## src/core/irq_ctl_pkg.sv

```systemverilog
// Constants, command codes and state encodings for the interrupt mask and trigger logic
package irq_ctl_pkg;
    localparam int          LEVELS            = 8;
    localparam int          LEVEL_W           = 3;
    // Reset and initialization values
    localparam logic [7:0]  MASK_RESET        = 8'h00;
    localparam logic [7:0]  SERVICE_RESET     = 8'h00;
    localparam logic [7:0]  LATCH_RESET       = 8'h00;
    localparam logic [7:0]  ARMED_RESET       = 8'hff;
    localparam logic [2:0]  LOWEST_RESET      = 3'h7;
    localparam logic [2:0]  LEVEL_SEVEN       = 3'h7;
    localparam logic        LEVEL_MODE_RESET  = 1'b0;
    localparam logic        AUTO_EOS_RESET    = 1'b0;
    // Operation command codes on cmd_code
    localparam logic [2:0]  CMD_NONSPEC_EOS   = 3'h1;
    localparam logic [2:0]  CMD_SPEC_EOS      = 3'h3;
    localparam logic [2:0]  CMD_NONSPEC_ROT   = 3'h5;
    localparam logic [2:0]  CMD_SPEC_ROT      = 3'h7;
    localparam logic [2:0]  CMD_SET_PRIORITY  = 3'h6;
    localparam logic [2:0]  CMD_SPMASK_SET    = 3'h2;
    localparam logic [2:0]  CMD_SPMASK_CLEAR  = 3'h4;

    typedef logic [LEVEL_W-1:0] level_t;

    // Acknowledge sequence, one-hot
    typedef enum logic [3:0] {
        ACK_IDLE   = 4'h1,
        ACK_FIRST  = 4'h2,
        ACK_GAP    = 4'h4,
        ACK_SECOND = 4'h8
    } ack_state_t;
endpackage : irq_ctl_pkg

```

## src/core/priority_pick.sv

```systemverilog
// Rotating priority picker: finds the highest-priority set bit of a level vector
`timescale 1ns/100ps
module priority_pick (
    // Levels to choose from
    input  wire logic [irq_ctl_pkg::LEVELS-1:0] candidates,
    input  wire logic [irq_ctl_pkg::LEVEL_W-1:0] lowest_level,
    // Result
    output logic                                 found,
    output logic [irq_ctl_pkg::LEVEL_W-1:0]      level,
    output logic [irq_ctl_pkg::LEVEL_W-1:0]      rank
);
    import irq_ctl_pkg::*;

    // Rank 0 is the level just after the lowest one
    function automatic level_t level_at_rank(input level_t low, input level_t r);
        level_at_rank = low + 3'h1 + r;
    endfunction : level_at_rank

    always_comb
    begin
        found = 1'b0;
        level = 3'h0;
        rank  = 3'h0;
        // Scan from lowest priority so the last hit is the winner
        for (int i = LEVELS - 1; i >= 0; i--)
        begin
            if (candidates[level_at_rank(lowest_level, 3'(i))])
            begin
                found = 1'b1;
                level = level_at_rank(lowest_level, 3'(i));
                rank  = 3'(i);
            end
        end
    end
endmodule : priority_pick

```

## src/core/interrupt_mask_trigger_logic.sv

```systemverilog
// Eight-level priority interrupt controller: masking, rotation, special mask, trigger modes
`timescale 1ns/100ps
module interrupt_mask_trigger_logic (
    // Clock and reset
    input  wire logic                                 sys_clk,
    input  wire logic                                 rstn,
    // Peripheral request lines, active low
    input  wire logic [irq_ctl_pkg::LEVELS-1:0]       bus_vectored_request_lines_n,
    // Initialization
    input  wire logic                                 init_valid,
    input  wire logic                                 init_level_mode,
    input  wire logic                                 init_auto_eos,
    // Mask write
    input  wire logic                                 mask_write,
    input  wire logic [irq_ctl_pkg::LEVELS-1:0]       mask_data,
    // Operation commands
    input  wire logic                                 cmd_valid,
    input  wire logic [2:0]                           cmd_code,
    input  wire logic [irq_ctl_pkg::LEVEL_W-1:0]      cmd_level,
    // Acknowledge from the processor, active high
    input  wire logic                                 acknowledge_pulse,
    // Interrupt and acknowledge answer
    output logic                                      int_request,
    output logic [irq_ctl_pkg::LEVEL_W-1:0]           ack_level,
    output logic                                      ack_default,
    // State for read-back
    output logic [irq_ctl_pkg::LEVELS-1:0]            level_mask_bits,
    output logic [irq_ctl_pkg::LEVELS-1:0]            in_service_bits,
    output logic [irq_ctl_pkg::LEVELS-1:0]            request_latch_bits,
    output logic                                      special_mask_setting,
    output logic                                      level_mode,
    output logic [irq_ctl_pkg::LEVEL_W-1:0]           lowest_level
);
    import irq_ctl_pkg::*;

    // Request synchronizer and edge sample
    logic [LEVELS-1:0] req_meta;
    logic [LEVELS-1:0] req_sync;
    logic [LEVELS-1:0] req_prev;
    logic              ack_prev;

    // Request sensing state
    logic [LEVELS-1:0] armed;
    logic [LEVELS-1:0] next_armed;
    logic [LEVELS-1:0] next_request_latch_bits;

    // Control state
    ack_state_t        ack_state;
    ack_state_t        next_ack_state;
    logic [LEVELS-1:0] next_level_mask_bits;
    logic [LEVELS-1:0] next_in_service_bits;
    logic              next_special_mask_setting;
    logic              next_level_mode;
    logic              auto_eos;
    logic              next_auto_eos;
    level_t            next_lowest_level;
    logic              next_int_request;
    level_t            next_ack_level;
    logic              next_ack_default;
    logic              served_valid;
    logic              next_served_valid;
    level_t            served_level;
    level_t            next_served_level;

    // Priority resolution
    logic [LEVELS-1:0] req_candidates;
    logic [LEVELS-1:0] svc_candidates;
    logic              req_found;
    level_t            req_level;
    level_t            req_rank;
    logic              svc_found;
    level_t            svc_level;
    level_t            svc_rank;
    logic              raise;
    logic              ack_rise;
    logic              ack_fall;
    logic              capture;

    // First stage feeds only the second stage
    always_ff @(posedge sys_clk or negedge rstn)
    begin
        if (!rstn)
        begin
            req_meta <= LATCH_RESET;
            req_sync <= LATCH_RESET;
            req_prev <= LATCH_RESET;
            ack_prev <= 1'b0;
        end
        else
        begin
            req_meta <= ~bus_vectored_request_lines_n;
            req_sync <= req_meta;
            req_prev <= req_sync;
            ack_prev <= acknowledge_pulse;
        end
    end

    // Masking acts after the latch, never before it
    assign req_candidates = request_latch_bits & ~level_mask_bits;
    // Masked in-service bits vanish while special mask is on
    assign svc_candidates = special_mask_setting ?
                            (in_service_bits & ~level_mask_bits) : in_service_bits;

    priority_pick req_pick (
        .candidates   (req_candidates),
        .lowest_level (lowest_level),
        .found        (req_found),
        .level        (req_level),
        .rank         (req_rank)
    );

    priority_pick svc_pick (
        .candidates   (svc_candidates),
        .lowest_level (lowest_level),
        .found        (svc_found),
        .level        (svc_level),
        .rank         (svc_rank)
    );

    // Nested blocking unless special mask mode is on
    assign raise = req_found &&
                   (special_mask_setting || !svc_found || (req_rank < svc_rank));

    assign ack_rise = acknowledge_pulse && !ack_prev;
    assign ack_fall = !acknowledge_pulse && ack_prev;
    assign capture  = (ack_state == ACK_IDLE) && ack_rise;

    // Request latch and edge lockout
    always_comb
    begin
        next_armed              = armed;
        next_request_latch_bits = request_latch_bits;
        for (int i = 0; i < LEVELS; i++)
        begin
            if (level_mode)
            begin
                next_armed[i]              = 1'b1;
                next_request_latch_bits[i] = req_sync[i];
            end
            else
            begin
                // A latched request that drops before acknowledge is lost
                next_request_latch_bits[i] = (request_latch_bits[i] && req_sync[i]) ||
                                             (req_sync[i] && !req_prev[i] && armed[i]);
                if (!req_sync[i])
                begin
                    next_armed[i] = 1'b1;
                end
                if (capture && req_found && (req_level == 3'(i)))
                begin
                    next_armed[i]              = 1'b0;
                    next_request_latch_bits[i] = 1'b0;
                end
            end
        end
        if (init_valid)
        begin
            next_armed              = ARMED_RESET;
            next_request_latch_bits = LATCH_RESET;
        end
    end

    always_ff @(posedge sys_clk or negedge rstn)
    begin
        if (!rstn)
        begin
            armed              <= ARMED_RESET;
            request_latch_bits <= LATCH_RESET;
        end
        else
        begin
            armed              <= next_armed;
            request_latch_bits <= next_request_latch_bits;
        end
    end

    // Commands, mask, in-service bits and acknowledge sequence
    always_comb
    begin
        next_level_mask_bits      = level_mask_bits;
        next_in_service_bits      = in_service_bits;
        next_special_mask_setting = special_mask_setting;
        next_level_mode           = level_mode;
        next_auto_eos             = auto_eos;
        next_lowest_level         = lowest_level;
        next_ack_state            = ack_state;
        next_ack_level            = ack_level;
        next_ack_default          = ack_default;
        next_served_valid         = served_valid;
        next_served_level         = served_level;

        if (mask_write)
        begin
            next_level_mask_bits = mask_data;
        end

        if (cmd_valid)
        begin
            case (cmd_code)
                CMD_NONSPEC_EOS:
                begin
                    if (svc_found)
                    begin
                        next_in_service_bits[svc_level] = 1'b0;
                    end
                end
                CMD_NONSPEC_ROT:
                begin
                    if (svc_found)
                    begin
                        next_in_service_bits[svc_level] = 1'b0;
                        next_lowest_level               = svc_level;
                    end
                end
                CMD_SPEC_EOS:
                begin
                    next_in_service_bits[cmd_level] = 1'b0;
                end
                CMD_SPEC_ROT:
                begin
                    // Clear and rotate in the same edge
                    next_in_service_bits[cmd_level] = 1'b0;
                    next_lowest_level               = cmd_level;
                end
                CMD_SET_PRIORITY:
                begin
                    next_lowest_level = cmd_level;
                end
                CMD_SPMASK_SET:
                begin
                    next_special_mask_setting = 1'b1;
                end
                CMD_SPMASK_CLEAR:
                begin
                    next_special_mask_setting = 1'b0;
                end
                default:
                begin
                    next_special_mask_setting = special_mask_setting;
                end
            endcase
        end

        case (ack_state)
            ACK_IDLE:
            begin
                if (ack_rise)
                begin
                    next_ack_state = ACK_FIRST;
                    if (req_found)
                    begin
                        next_in_service_bits[req_level] = 1'b1;
                        next_ack_level                  = req_level;
                        next_ack_default                = 1'b0;
                        next_served_valid               = 1'b1;
                        next_served_level               = req_level;
                    end
                    else
                    begin
                        // Source let go too early: spurious answer, nothing in service
                        next_ack_level    = LEVEL_SEVEN;
                        next_ack_default  = 1'b1;
                        next_served_valid = 1'b0;
                    end
                end
            end
            ACK_FIRST:
            begin
                if (ack_fall)
                begin
                    next_ack_state = ACK_GAP;
                end
            end
            ACK_GAP:
            begin
                if (ack_rise)
                begin
                    next_ack_state = ACK_SECOND;
                end
            end
            ACK_SECOND:
            begin
                if (ack_fall)
                begin
                    next_ack_state = ACK_IDLE;
                    if (auto_eos && served_valid)
                    begin
                        next_in_service_bits[served_level] = 1'b0;
                    end
                end
            end
            default:
            begin
                next_ack_state = ACK_IDLE;
            end
        endcase

        // Re-initialization restores the documented defaults
        if (init_valid)
        begin
            next_level_mode           = init_level_mode;
            next_auto_eos             = init_auto_eos;
            next_level_mask_bits      = MASK_RESET;
            next_in_service_bits      = SERVICE_RESET;
            next_special_mask_setting = 1'b0;
            next_lowest_level         = LOWEST_RESET;
            next_ack_state            = ACK_IDLE;
            next_served_valid         = 1'b0;
        end

        // Output is held low through acknowledge; a lone priority set raises nothing
        if (init_valid || capture || (ack_state != ACK_IDLE))
        begin
            next_int_request = 1'b0;
        end
        else if (cmd_valid && (cmd_code == CMD_SET_PRIORITY))
        begin
            next_int_request = int_request;
        end
        else
        begin
            next_int_request = raise;
        end
    end

    always_ff @(posedge sys_clk or negedge rstn)
    begin
        if (!rstn)
        begin
            level_mask_bits      <= MASK_RESET;
            in_service_bits      <= SERVICE_RESET;
            special_mask_setting <= 1'b0;
            level_mode           <= LEVEL_MODE_RESET;
            auto_eos             <= AUTO_EOS_RESET;
            lowest_level         <= LOWEST_RESET;
            ack_state            <= ACK_IDLE;
            int_request          <= 1'b0;
            ack_level            <= LEVEL_SEVEN;
            ack_default          <= 1'b0;
            served_valid         <= 1'b0;
            served_level         <= LEVEL_SEVEN;
        end
        else
        begin
            level_mask_bits      <= next_level_mask_bits;
            in_service_bits      <= next_in_service_bits;
            special_mask_setting <= next_special_mask_setting;
            level_mode           <= next_level_mode;
            auto_eos             <= next_auto_eos;
            lowest_level         <= next_lowest_level;
            ack_state            <= next_ack_state;
            int_request          <= next_int_request;
            ack_level            <= next_ack_level;
            ack_default          <= next_ack_default;
            served_valid         <= next_served_valid;
            served_level         <= next_served_level;
        end
    end
endmodule : interrupt_mask_trigger_logic

```

## config.mk

```make
export PLATFORM = sky130hd
export DESIGN_NAME = interrupt_mask_trigger_logic
export DESIGN_NICKNAME = d
export VERILOG_FILES = /design/src/core/irq_ctl_pkg.sv /design/src/core/priority_pick.sv /design/src/core/interrupt_mask_trigger_logic.sv
export SDC_FILE = /design/constraint.sdc
export NUM_CORES = 1
export LEC_CHECK = 0
export BUFFER_PORTS_ARGS = -buffer_cell sky130_fd_sc_hd__buf_4
export CORE_MARGIN = 8
export CORE_UTILIZATION = 55
export CTS_CLUSTER_SIZE = 24
export DETAILED_ROUTE_END_ITERATION = 6
export GPL_TIMING_DRIVEN = 0
export PLACE_DENSITY = 0.82
export SKIP_CTS_REPAIR_TIMING = 1
export SYNTH_ARGS = -nofsm -noshare
export SYNTH_HDL_FRONTEND = slang
export SYNTH_SLANG_ARGS = --single-unit
export TNS_END_PERCENT = 50
```

## constraint.sdc

```tcl
create_clock -name sys_clk -period 5.18 [get_ports sys_clk]
set_input_delay 0 -clock sys_clk [delete_from_list [all_inputs] [get_ports sys_clk]]
set_output_delay 0 -clock sys_clk [all_outputs]
set_load 0.05 [all_outputs]
```

# Word level (Yosys, flattened, before mapping)
# Cells that the tools add are included.
# word_totals
in_bits	30
output_inout_bits	34
elab_cells	339
ff_bits	76
# op_classes
addsub	8
n_bitwise	11
mux	163
eq_ne	33
n_reduce_logical	82
magnitude_cmp	17
# ops
op	n
3-bit two-way mux	36
8-bit two-way mux	12
1-bit two-way mux	85
1-bit binary-select mux with 3-bit select	16
3-bit by 4-bit less-than comparator with 1-bit output (second input constant)	12
1-bit logical AND	43
8-bit bitwise AND	5
8-bit NOT	5
4-bit by 3-bit != test with 1-bit output (second input constant)	8
8-bit one-hot mux with 2 select lines	2
3-bit == test (second input constant)	8
4-bit two-way mux	5
4-bit one-hot mux with 4 select lines	1
3-bit != test (second input constant)	5
3-bit adder (second input constant)	4
1-bit demux with 3-bit select	4
3-bit by 2-bit == test with 1-bit output (second input constant)	4
3-bit by 1-bit >= comparator with 1-bit output (second input constant)	4
1-bit logical OR	12
1-bit logical NOT	11
8-bit OR	1
2-bit nonzero test	4
3-bit by 1-bit adder with 3-bit output (second input constant)	2
3-bit by 2-bit adder with 3-bit output (second input constant)	2
other kinds (16)	23

# Longest topological paths before layout
# logic_depth
word_depth	27
ltp_mapped	18
ltp_nobuf	12

# Modules after synthesis
# Synthesis repeated with hierarchy kept, for this count alone.
# unflattened
hier_cells	553
hier_area_um2	5474.0
# by_module_without_submodules
module	instances	cells_each	seq_area_each_um2	area_each_um2
interrupt_mask_trigger_logic	1	317	1924.3	3417.0
priority_pick	2	118	0.0	1028.5

# Worst setup path after synthesis
# OpenSTA, ideal clock, no wires.
# synth_timing
path_type	register to register
startpoint	register lowest_level[0] in the netlist's numbering
endpoint	register request_latch_bits[6] in the netlist's numbering
path_stages_with_launch	16
path_buffers	4
period_less_slack_ps	4036
t_arrival_ps	3896
setup_slack_ps	1144
required_time_ps	5040
setup_time_ps	140
path_cell_list	dfstp_2 > buf_6 > buf_6 > inv_2 > buf_2 > ha_1 > buf_4 > inv_4 > mux2_1 > mux4_2 > o211ai_1 > a311oi_2 > nor4b_4 > nand2b_2 > nor2_2 > o41ai_2
# synth_via
elab_chain_len	17
elab_cells_between_ends	46
classes_between	8 x add/sub; 1 x eq/ne; 35 x mux; 2 x reduce/logical
# synth_lines
element	line_no	text
start: declaration	interrupt_mask_trigger_logic.sv:32	output logic [irq_ctl_pkg::LEVEL_W-1:0] lowest_level
start signal: assignment	interrupt_mask_trigger_logic.sv:350	lowest_level <= next_lowest_level;
3-bit by 1-bit adder with 3-bit output (*)	priority_pick.sv:16	level_at_rank = low + 3'h1 + r;
3-bit adder	priority_pick.sv:16	
1-bit binary-select mux with 3-bit select	priority_pick.sv:27	if (candidates[level_at_rank(lowest_level, 3'(i))])
1-bit two-way mux (implied by the code)	priority_pick.sv:27	
3-bit two-way mux / 1-bit two-way mux (equally long branches) (8 in series)	priority_pick.sv:27	
3-bit == test / 1-bit logical AND (equally long branches)	interrupt_mask_trigger_logic.sv:149	if (capture && req_found && (req_level == 3'(i)))
1-bit logical AND (*)	interrupt_mask_trigger_logic.sv:149	
1-bit two-way mux (*)	interrupt_mask_trigger_logic.sv:149	
1-bit two-way mux (*)	interrupt_mask_trigger_logic.sv:135	if (level_mode)
8-bit two-way mux (*)	interrupt_mask_trigger_logic.sv:156	if (init_valid)
via next_request_latch_bits[6]	interrupt_mask_trigger_logic.sv:45	logic [LEVELS-1:0] next_request_latch_bits;
end signal: assignment	interrupt_mask_trigger_logic.sv:173	request_latch_bits <= next_request_latch_bits;
end: declaration	interrupt_mask_trigger_logic.sv:29	output logic [irq_ctl_pkg::LEVELS-1:0] request_latch_bits,
# Mark *: on every way through the listed nets, which the timed path passes. The rest lies on a longest branch. The select of a mux whose other input is x is not followed.
# A chain may end at the register's enable or synchronous reset.

# Final worst setup path
# layout_timing
startpoint	register lowest_level[0] in the netlist's numbering
endpoint	register request_latch_bits[0] in the netlist's numbering
# layout_via
elab_chain_len	17
elab_cells_between_ends	46
classes_between	8 x add/sub; 35 x mux; 3 x reduce/logical
# layout_lines
element	line_no
3-bit by 1-bit adder with 3-bit output (*)	priority_pick.sv:16
3-bit adder	priority_pick.sv:16
1-bit binary-select mux with 3-bit select	priority_pick.sv:27
1-bit two-way mux (implied by the code)	priority_pick.sv:27
3-bit two-way mux / 1-bit two-way mux (equally long branches) (8 in series)	priority_pick.sv:27
3-bit logical NOT / 1-bit logical AND (equally long branches)	interrupt_mask_trigger_logic.sv:149
1-bit logical AND (*)	interrupt_mask_trigger_logic.sv:149
1-bit two-way mux (*)	interrupt_mask_trigger_logic.sv:149
1-bit two-way mux (*)	interrupt_mask_trigger_logic.sv:135
8-bit two-way mux (*)	interrupt_mask_trigger_logic.sv:156
via next_request_latch_bits[0]	interrupt_mask_trigger_logic.sv:45
# Marks and branches as above.

==> results by group <==
Route
  • Final ANT Viol Nets: 0
  • Detailed Route Iter0 Violations: ~470
  • Via density: ~6.3
  • Vias: 5065
  • Total Wirelength: 16400 um
  • DRC viols: 0
  • Pre-antenna DRT Iters: 5
  • Routed len/inst: around 20 um

Yosys
  • Synth area leaders: dfrtp_1 (26%), dfstp_2 (8.4%), mux4_2 (6.8%), mux2i_1 (4.4%), nor2_1 (4.1%)
  • Synth Area in Adders: less than 1%
  • Gate Count Post-Synth: ~580
  • Distinct cells, synth: 94
  • Syn_nets: 609
  • Post-synthesis simple-gate area fraction: approximately 22%
  • Ys async rst share: 100%
  • Top-count cell post-synth: nor2_1
  • Seq/Total Area, Yosys: between 30% and 40%
  • Top cell type by total area after synthesis: dfrtp_1
  • Mean Syn Cell Area: approximately 10 sq um
  • Syn. warnings: 0
  • Ys flop type: dfrtp_1
  • #FFs+latches synth: 76
  • Yosys top cell area share: approximately a quarter
  • EDFF count, synth: 0
  • Post-synthesis cell area: around 5600 sq um
  • Post-Synth XOR/XNOR Area: under 10%
  • Largest family of logic cells by synthesized area: compound AO/OA/AOI/OAI gates
  • Post-synthesis mux area share: 15.0%
  • Synth cell count leaders: nor2_1 (62), dfrtp_1 (58), nand2_1 (36), a21oi_1 (33), inv_1 (27)
  • Synth Area in Compound Gates: around 22%

Timing
  • Final period utilization: between 90% and 100%
  • Final setup violation count: 0
  • Endpoints failing hold: 1
  • Fmax: about 0.21 GHz
  • Slew headroom: a little under two fifths
  • Worst slew pin tran: 0.936 ns
  • RSZ-0062 raised after global routing: false
  • Crit path time final: 4.71 ns
  • Hold slack: -0.0163 ns
  • Clk_skew: 0.00961 ns
  • Final Max Tran Viols: 0
  • Final Worst Setup Slack: approximately 0.47 ns
  • Post-route setup TNS: 0 ns

Placement
  • Dpl cells: between 700 and 800
  • Placed Area: 6260 sq um
  • DP Wirelength: between 10000 and 15000 um
  • Placer Congestion: 0.955
  • Dpl ws: approximately 0.54 ns
  • Port bufs: 62

Clock network
  • CTS tree: yes
  • H-tree levels: 3
  • Worst skew pair latency: ~0.35 ns
  • Clock transition at path regs: approximately 0.08 ns
  • Total clock sinks: 76
  • CTS Buf Count: 9
  • Clock root buffer: clkbuf_8
  • Bufs on Longest Clock Path: 2

Critical path
  • Data required, critical path: 5.41 ns
  • Critical Path AT: between 4 and 5 ns
  • CP endpoint kind: flip-flop
  • Largest stage delay, worst path: between 0.7 and 0.8 ns
  • Largest fanout on the critical path: 10
  • Setup crit start kind: flip-flop
  • Worst path cell trace: buf_6, buf_6, inv_2, buf_2, ha_1, buf_4, buf_4, buf_2, nor2_1, a211oi_1, a2bb2oi_1, a22oi_4, nor4b_2, nor2_1, o211a_1
  • Kind of critical path: flip-flop to flip-flop
  • Slowest CP cell: a211oi_1

Flow run
  • Max_cap viols: 0

Global routing
  • Grt ovf: 0
  • First-pass GRT wire length: approximately 26000 um
  • Antenna violations before repair: 0
  • Total GRT Usage: between 20% and 30%
  • Largest net degree at the start of global routing: a little under 80
  • Vias in the first global route: roughly 4900

Floorplanning
  • DIE HEIGHT: 117 um
  • Core ar.: 10100 sq um
  • IO Count: 64
  • Die Footprint: between 10000 and 15000 sq um
  • Die X: 117 um
  • # rows: 37
  • Initial core utilization: a little under three fifths

Power
  • Flop pwr share: 16.4%
  • Cell internal pwr: approximately 2.4 mW
  • Power per cell area: about 750 nW/um^2
  • Logic pwr share: about three quarters
  • Clock Power Share: under 10%
  • Net switching power: 2.60 mW
  • Leak pwr: around 2.8 nW
  • Overall power: between 4 and 5 mW
  • Switch share: roughly 52%
  • Worst VDD drop: roughly 0.54 mV

Layout
  • Fill count: ~780
  • P&R area growth vs syn: 18.4%
  • Fraction of layout cells with a size suffix above 1: 27.9%
  • Net count reported at finish: between 700 and 800
  • Non-filler cells, final: roughly 810
  • Finished layout cell area: roughly 6700 sq um
  • Ant diodes: 0

Min path
  • HP Class: input pin to flip-flop

Run status
  • Status: finished with violations
  • Failing checks: hold timing
[placed cells by master, fill, tap and decap left out, drive strengths merged, types with 4 or more instances in the layout]
cell type / synthesis / layout
a21boi: 11 / 11
nand2b: 23 / 23
a41oi: 5 / 5
nor3: 6 / 6
clkbuf: 12 / 21
nand2: 37 / 37
ha: 4 / 4
nor3b: 10 / 10
nor2b: 13 / 13
mux4: 18 / 18
nor2: 65 / 65
dfrtp: 58 / 58
inv: 29 / 30
and3b: 4 / 4
dfstp: 18 / 18
nor4b: 4 / 4
dlygate4sd3: 0 / 21
mux2i: 25 / 25
nand3b: 4 / 4
mux2: 16 / 16
nand3: 12 / 12
o21a: 7 / 7
nor4: 11 / 11
or2: 9 / 9
o2111ai: 6 / 6
o41ai: 7 / 7
o22ai: 9 / 9
a21oi: 33 / 33
a31oi: 4 / 4
o211ai: 6 / 6
buf: 16 / 78
a211oi: 9 / 9
o21ai: 30 / 30
[worst max-delay path, delay by kind of cell (launching register included)]
family / cells / cell delay [ns]
adders and majority gates: 1 / 0.30
DFF: 1 / 0.58
and+or+nand+nor: 3 / 0.80
buffers and inverters: 7 / 1.30
AOI/OAI and AO/OA: 4 / 1.59
[power by group through the flow]
stage | sequential, mW | clock [mW] | combinational (mW)
finish | 0.817 | 0.440 | 3.72
global route | 0.826 | 0.471 | 3.99
CTS | 0.813 | 0.445 | 3.65
detailed placement | 0.822 | 0 | 3.64
global placement | 0.816 | 0 | 3.58
floorplan | 1.01 | 0 | 2.59
[metrics by stage]
stage | util, % | hold WS, ns
finish | 65.7 | -0.0163
global route | 65.7 | 0.00906
CTS | 63.6 | -0.248
detailed placement | 61.8 | 0.129
global placement | 61.8 | 0.120
floorplan | - | -0.296
[metal layers]
metal | GRT usage, % | share of wire [%] | vias to the layer above
li1 | - | - | 2341
met1 | 31.1 | 41 | 2469
met2 | 40.0 | 50 | 214
met3 | 3.54 | 6.2 | 41
met4 | 11.6 | 2.7 | 0
met5 | 0 | 0 | -
[logic make-up after synthesis]
logic type                 count (synthesis)
buffers and inverters                     57
and+or+nand+nor                          211
adders and majority gates                  4
DFF                                       76
xor gates and xnor gates                   6
muxes                                     59
AOI/OAI and AO/OA                        162
[registers in the layout, summed over array words and instances, names as in the netlist]
register	count
ack_default	1
ack_level	3
ack_prev	1
ack_state	4
armed	8
auto_eos	1
in_service_bits	8
int_request	1
level_mask_bits	8
level_mode	1
lowest_level	3
req_meta	8
req_prev	8
req_sync	8
request_latch_bits	8
served_level	3
served_valid	1
special_mask_setting	1
[layout make-up]
class                   count  area, sq um  area share [%]
flip-flops and latches     76         1920            28.9
clock inverters             6         65.1           0.977
repair buffers             83          676            10.1
inverters                  29          111            1.67
clock buffers               9          124            1.86
plain buffers              28          151            2.27
well taps                 136          170            2.55
multi-input cells         442         3440            51.6
[worst paths after layout]
path                       slack [ns]       startpoint                    end  cells past startpoint
setup / recovery                 0.47  lowest_level[0]  request_latch_bits[0]                     15
min in group asynchronous        0.32             rstn           ack_state[2]                      2
max in group asynchronous        4.27             rstn     level_mask_bits[2]                      2
hold / removal                  -0.02     cmd_level[0]        lowest_level[0]                      3
hold reg to reg                  0.35      req_meta[2]            req_sync[2]                      0
setup reg to reg                 0.47  lowest_level[0]  request_latch_bits[0]                     15
(Power assumes the default switching activity.)
